===== config.mk =====
export PLATFORM = sky130hd
export DESIGN_NAME = sptl_fifo
export DESIGN_NICKNAME = d
export VERILOG_FILES = /design/src/design/sptl_fifo.v
export SDC_FILE = /design/constraint.sdc
export NUM_CORES = 1
export LEC_CHECK = 0
export ABC_AREA = 1
export BUFFER_PORTS_ARGS = -buffer_cell sky130_fd_sc_hd__buf_4
export CORE_UTILIZATION = 47
export CTS_BUF_LIST = sky130_fd_sc_hd__clkbuf_8 sky130_fd_sc_hd__clkbuf_16
export DETAILED_ROUTE_END_ITERATION = 10
export SLEW_MARGIN = 5
export SYNTH_ARGS = -nofsm -noshare
export SYNTH_HDL_FRONTEND = slang
export SYNTH_SLANG_ARGS = --single-unit

===== constraint.sdc =====
create_clock -name CLK -period 3.22 [get_ports CLK]
set_input_delay 0.483 -clock CLK [delete_from_list [all_inputs] [get_ports CLK]]
set_output_delay 0.483 -clock CLK [all_outputs]
set_load 0.03 [all_outputs]

===== src/design/sptl_fifo.v =====
// sptl_fifo.v: synchronous fifo with valid/ready on both sides.
// Assumes one clock; full and empty are exact, depth is a power of two.
`timescale 1ns/10ps
module sptl_fifo #(
  parameter WIDTH = 33,
  parameter DEPTH = 8,
  parameter AW    = 3
) (
  // clock and reset
  input  wire             CLK,
  input  wire             NRST,
  // fill side
  input  wire             IN_VALID,
  output wire             IN_READY,
  input  wire [WIDTH-1:0] IN_DATA,
  // drain side
  output wire             OUT_VALID,
  input  wire             OUT_READY,
  output wire [WIDTH-1:0] OUT_DATA
);
  reg [WIDTH-1:0] mem [0:DEPTH-1];
  reg [AW:0]      wr_ptr_r;
  reg [AW:0]      rd_ptr_r;
  wire            full;
  wire            empty;
  wire            push;
  wire            pop;

  assign empty     = (wr_ptr_r == rd_ptr_r);
  assign full      = (wr_ptr_r[AW] != rd_ptr_r[AW]) && (wr_ptr_r[AW-1:0] == rd_ptr_r[AW-1:0]);
  assign IN_READY  = ~full;
  assign OUT_VALID = ~empty;
  assign OUT_DATA  = mem[rd_ptr_r[AW-1:0]];
  assign push      = IN_VALID & ~full;
  assign pop       = OUT_READY & ~empty;

  always @(posedge CLK) begin
    if (push) begin
      mem[wr_ptr_r[AW-1:0]] <= IN_DATA;
    end
  end

  always @(posedge CLK) begin
    if (!NRST) begin
      wr_ptr_r <= {(AW+1){1'b0}};
      rd_ptr_r <= {(AW+1){1'b0}};
    end else begin
      if (push) begin
        wr_ptr_r <= wr_ptr_r + 1'b1;
      end
      if (pop) begin
        rd_ptr_r <= rd_ptr_r + 1'b1;
      end
    end
  end
endmodule


==> results of run 1 <==
final cells by class:
type / instances / area [sq um] / area share (%)
sequential: 275 / 8160 / 64.2
multi-input combinational: 569 / 2500 / 19.7
timing repair buffer: 95 / 751 / 5.91
clock buffer: 29 / 726 / 5.71
tap: 313 / 392 / 3.08
clock inverter: 22 / 119 / 0.935
inverter: 18 / 68.8 / 0.541
registers in the layout (all words and copies together), names as in the netlist, named ones only:
name and cells:
mem 264, rd_ptr_r 4, wr_ptr_r 4
cell families after synthesis:
group	Yosys count	share of synthesized area [%]
DFF	275	73.9
buffers and inverters	71	3.89
AOI/OAI and AO/OA	207	9.40
adders and majority gates	2	0.227
and+or+nand+nor	360	12.6
placed cells by master (no fill, tap or decap), types with 9 or more instances in the layout:
cell         n
a21oi_1      9
nand2_1    129
inv_1       19
dfxtp_1      9
buf_4       92
clkinv_1     9
nand3_1      9
edfxtp_1   264
o21ai_0    121
clkbuf_16   29
nor2_1     210
clkinv_2     9
o21ai_1     77
power groups by stage:
stage	clock network [mW]	registers (mW)	logic (mW)
6_report	2.96	4.13	1.69
5_1_grt	3.16	4.15	1.90
4_1_cts	3.04	4.13	1.72
3_5_place_dp	0	4.21	1.71
3_3_place_gp	0	4.21	1.70
2_1_floorplan	0	4.17	1.22
critical path: stages, from the launching register on:
cell      delay [ns]
dfxtp_4         0.36
clkinv_2        0.26
buf_4           0.36
o21ai_0         0.25
o21ai_1         0.10
nand2_1         0.08
nand2_1         0.06
buf_4           0.16
how the worst max path moves through the flow:
stage,start,end,slack [ns],cells after the start
2_1_floorplan,wr_ptr_r[0],mem[0][0],0.44,7
3_3_place_gp,wr_ptr_r[0],mem[3][20],1.04,7
3_5_place_dp,wr_ptr_r[0],mem[1][20],0.98,7
4_1_cts,flip-flop,OUT_DATA[26],0.52,6
5_1_grt,flip-flop,OUT_DATA[29],0.36,6
6_report,flip-flop,OUT_DATA[13],0.57,7
metal layers:
metal / vias up / GRT usage [%] / part of all wire (%)
met5: - / 0 / 0
met4: 0 / 6.18 / 2.9
met3: 41 / 3.12 / 4.2
met2: 134 / 31.7 / 47
met1: 3258 / 26.4 / 45
li1: 3346 / - / -
stage by stage:
stage,util [%],std cells,total power [mW],instance area (sq um),setup WS (ns)
2_1_floorplan,-,915,5.38,11000,0.437
3_3_place_gp,51.9,1270,5.91,11900,1.04
3_5_place_dp,51.9,1270,5.92,11900,0.979
4_1_cts,55.6,1321,8.89,12700,0.525
5_1_grt,55.6,1321,9.21,12700,0.357
6_report,55.6,1321,8.79,12700,0.567
==> flow_summary.json, run 1 <==
{
  "status": "complete, no violations",
  "min_to": "mem[7][24]",
  "initial_utilization_pct": 48.2,
  "fp.dieH_um": 155,
  "nFillCells": 1957,
  "dpl.hpwl_mm": 12.5,
  "asyncSetResetFlopFracSynth_pct": 0,
  "r2r_slack_ns": 0.97,
  "cts_buffers": 28,
  "setup_viol": 0,
  "cts-root-buf": "clkbuf_16",
  "drt-initial-drc-count": 554,
  "switchingPower_mw": 2.48,
  "ys_top_cells_by_area": "edfxtp_1, nor2_1, o21ai_0",
  "hold_depth": 1,
  "yosysMostFrequentCell": "edfxtp_1",
  "clk_pin_slew_ns": 0.06,
  "drc": 0,
  "power_leakage_nw": 4.53,
  "fin_crit_sh_pct": 82.4,
  "r2r-start": "wr_ptr_r[0]",
  "drt_pass1_iterations": 5,
  "r2r-end": "mem[3][14]",
  "ctsHoldBuffers": 0,
  "clkPwrFrac_pct": 33.7,
  "p_sw_share_pct": 28.2,
  "hold_class": "primary input to flip-flop",
  "grt_pass1_wl_mm": 35.8,
  "area_growth_pct": 15.3,
  "worst_setup_path_end_kind": "output pin",
  "tns_ns": 0,
  "cts.sink_count": 275,
  "syn-cell-area_sq_um": 11000,
  "routed-via-count": 6779,
  "slew_violations": 0,
  "powerDensity_nw_per_um2": 691,
  "pin_count": 72,
  "internal-power_mw": 6.30,
  "maxCapViolCount": 0,
  "timing.fmax_mhz": 377,
  "portBuffers": 71,
  "synth-seq-cells": 275,
  "gp_congestion": 0.763,
  "cts.repair.resized": 0,
  "h-tree-depth": 1,
  "hold_viol_final": 0,
  "worstPathMaxFanout": 36,
  "fp.coreArea_sq_um": 22800,
  "routed_wl_mm": 22.3,
  "grt_util_all_layers_pct": 19.3,
  "post_cts_buffers": 0,
  "tightest_slew_ns": 0.825,
  "synth_top_flop_cell": "edfxtp_1",
  "antennaDiodeCount": 0,
  "synth_top_cell_by_area": "edfxtp_1",
  "seqPwrFrac_pct": 47.0,
  "critPathLaunchType": "flip-flop",
  "synth_cells": 915,
  "whs_ns": 0.179,
  "overflow": 0,
  "ir_drop_uv": 497,
  "die_area_sq_um": 24100,
  "grt_pass1_vias": 6641,
  "grt_max_degree": 133,
  "vias_per_cell": 5.13,
  "worstHoldStart": "IN_DATA[24]",
  "seq_area_frac_synth_pct": 73.9,
  "drtAntennaViolNets": 0,
  "ys_types": 23,
  "fin_skew_ns": 0.0178,
  "drive_above_1_share_pct": 14.8,
  "synth_common_cells": "edfxtp_1, nor2_1, nand2_1",
  "synth_edf_count": 264,
  "critical_path_arrival_ns": 2.17,
  "final_net_count": 1026,
  "comb_power_share_pct": 19.3,
  "clk_path_buf_depth": 3,
  "cts_tree": "yes",
  "rsz0062_at_grt": "no",
  "cp.required_ns": 2.74,
  "relSlewSlack_pct": 44.9,
  "period_minus_slack_ns": 2.65,
  "die_w_um": 155,
  "synth_fp_nets": 954,
  "avgSynthCellArea_sq_um": 12.0,
  "yosys_warnings": 0,
  "clock_latency_ns": 0.54,
  "antenna_found_initial": 0,
  "worstRegToRegCells": 7,
  "row_count": 55,
  "path_class": "flip-flop to output pin",
  "avgRoutedWirePerCell_um": 16.9,
  "post-synth-top-area-fraction_pct": 71.9
}
(Power assumes the default switching activity.)
==> inputs of run 2 (changes only) <==
==> constraint.sdc (replaced) <==
create_clock -name CLK -period 2.6 [get_ports CLK]
set_input_delay 0.39 -clock CLK [delete_from_list [all_inputs] [get_ports CLK]]
set_output_delay 0.39 -clock CLK [all_outputs]
set_load 0.03 [all_outputs]
==> flow_summary.json, run 2 (same netlist as run 1, synthesis figures left out) <==
{
  "status": "complete, no violations",
  "fp.coreArea_sq_um": 22800,
  "drt-initial-drc-count": 524,
  "drc": 0,
  "portBuffers": 71,
  "worstRegToRegCells": 7,
  "stdcell_area_sq_um": 12800,
  "antennaDiodeCount": 0,
  "grt_util_all_layers_pct": 19.1,
  "power_leakage_nw": 4.53,
  "clock_latency_ns": 0.54,
  "path_class": "flip-flop to output pin",
  "tightest_slew_ns": 0.531,
  "dpl.hpwl_mm": 12.0,
  "pin_count": 72,
  "critical_path_arrival_ns": 2.07,
  "overflow": 0,
  "vias_per_cell": 5.16,
  "cp.required_ns": 2.21,
  "largest_reg_flops": 264,
  "final_net_count": 1024,
  "slew_violations": 0,
  "powerDensity_nw_per_um2": 845,
  "area_growth_pct": 16.0,
  "critPathLaunchType": "flip-flop",
  "nFillCells": 1966,
  "clk_pin_slew_ns": 0.06,
  "gp_congestion": 0.726,
  "clk_path_buf_depth": 3,
  "grt_max_degree": 107,
  "r2r_slack_ns": 0.52,
  "dpl_cell_area_sq_um": 11900,
  "dp.cells": 1267,
  "rsz0062_at_grt": "no",
  "relSlewSlack_pct": 64.6,
  "fp.dieH_um": 155,
  "period_minus_slack_ns": 2.46,
  "cts.sink_count": 275,
  "final_common_cell": "edfxtp_1",
  "r2r-end": "mem[5][14]",
  "ctsHoldBuffers": 0,
  "timing.fmax_mhz": 406,
  "finalNonFillerCells": 1316,
  "avgRoutedWirePerCell_um": 17.4,
  "hold_viol_final": 0,
  "worst_setup_path_end_kind": "output pin",
  "ir_drop_uv": 606,
  "r2r-start": "wr_ptr_r[0]",
  "drt_pass1_iterations": 5,
  "cts_buffers": 28,
  "critical_path.endpoint": "OUT_DATA[8]",
  "cts-root-buf": "clkbuf_16",
  "drtAntennaViolNets": 0,
  "worstPathMaxFanout": 28,
  "die_area_sq_um": 24100,
  "layout_common_cells": "edfxtp_1, nor2_1, nand2_1",
  "routed-via-count": 6794,
  "grt_pass1_vias": 6530,
  "row_count": 55,
  "antenna_found_initial": 0,
  "initial_utilization_pct": 48.2,
  "hold_class": "primary input to flip-flop",
  "routed_wl_mm": 22.9,
  "setup_viol": 0,
  "maxCapViolCount": 0,
  "grt_pass1_wl_mm": 35.5,
  "fin_crit_sh_pct": 94.8,
  "cts_tree": "yes",
  "drive_above_1_share_pct": 14.1,
  "fin_skew_ns": 0.0125,
  "h-tree-depth": 1,
  "die_w_um": 155
}
[run 2: cell count changes in the layout (fill, tap and decap cells not counted), sizes merged]
cell / delta
buf: -3
clkinv: -3
bufinv: -1
clkbuf: +1
inv: +1
[run 2: worst max-delay path, cell delays in order, from the launching register on]
cell and delay (ns):
dfxtp_4 0.55, buf_4 0.35, o21ai_0 0.17, o21ai_1 0.14
nand2_1 0.08, nand2_1 0.07, buf_4 0.15
[run 2: what timing repair did]
action,CTS,global route
setup buffers,0,0
resized for setup,0,3
endpoints found under the setup margin,0,6
[run 2: final cells by class]
class,instances,area [sq um],share of cell area (%)
tap,313,392,3.06
multi-input combinational,569,2500,19.5
clock inverter,19,78.8,0.616
clock buffer,29,726,5.67
sequential,275,8160,63.8
inverter,18,68.8,0.538
timing repair buffer,93,872,6.82
[run 2: how the worst min path moves through the flow]
stage	from	end	slack, ns	cells past startpoint
after global placement	wr_ptr_r[3]	wr_ptr_r[3]	0.52	2
after floorplan	IN_DATA[0]	mem[0][0]	0.49	0
after CTS	IN_DATA[12]	mem[7][12]	0.07	1
after global routing	IN_DATA[12]	mem[0][12]	0.07	1
final	IN_DATA[23]	mem[5][23]	0.08	1
after detailed placement	rd_ptr_r[3]	rd_ptr_r[3]	0.53	2
[run 2: report_power, final]
part / leakage, nW / total, mW / switching (mW) / internal [mW]
combinational: 1.63 / 2.17 / 1.44 / 0.722
clock: 0.417 / 3.54 / 1.55 / 1.99
sequential: 2.49 / 5.11 / 0.0834 / 5.03
[run 2: metal layers]
metal | global-route usage (%) | vias to the layer above | wire [um] | share of wire (%)
met2 | 31.0 | 156 | 10800 | 47
met4 | 4.95 | 0 | 337 | 1.5
met5 | 0 | - | 0 | 0
li1 | - | 3348 | - | -
met1 | 26.7 | 3262 | 10500 | 46
met3 | 3.20 | 28 | 1200 | 5.2
[run 2: metrics by stage]
| stage | setup TNS (ns) | worst slack [ns] | hold WS [ns] | power (mW) | utilization, % |
|---|---|---|---|---|---|
| 6_report | 0 | 0.135 | 0.0839 | 10.8 | 56.0 |
| 5_1_grt | 0 | 0.0141 | 0.0714 | 11.3 | 56.0 |
| 4_1_cts | 0 | 0.103 | 0.0694 | 10.9 | 55.8 |
| 3_5_place_dp | 0 | 0.515 | 0.531 | 7.35 | 52.3 |
| 3_3_place_gp | 0 | 0.537 | 0.519 | 7.34 | 52.3 |
| 2_1_floorplan | -24.21 | -0.183 | 0.489 | 6.67 | - |
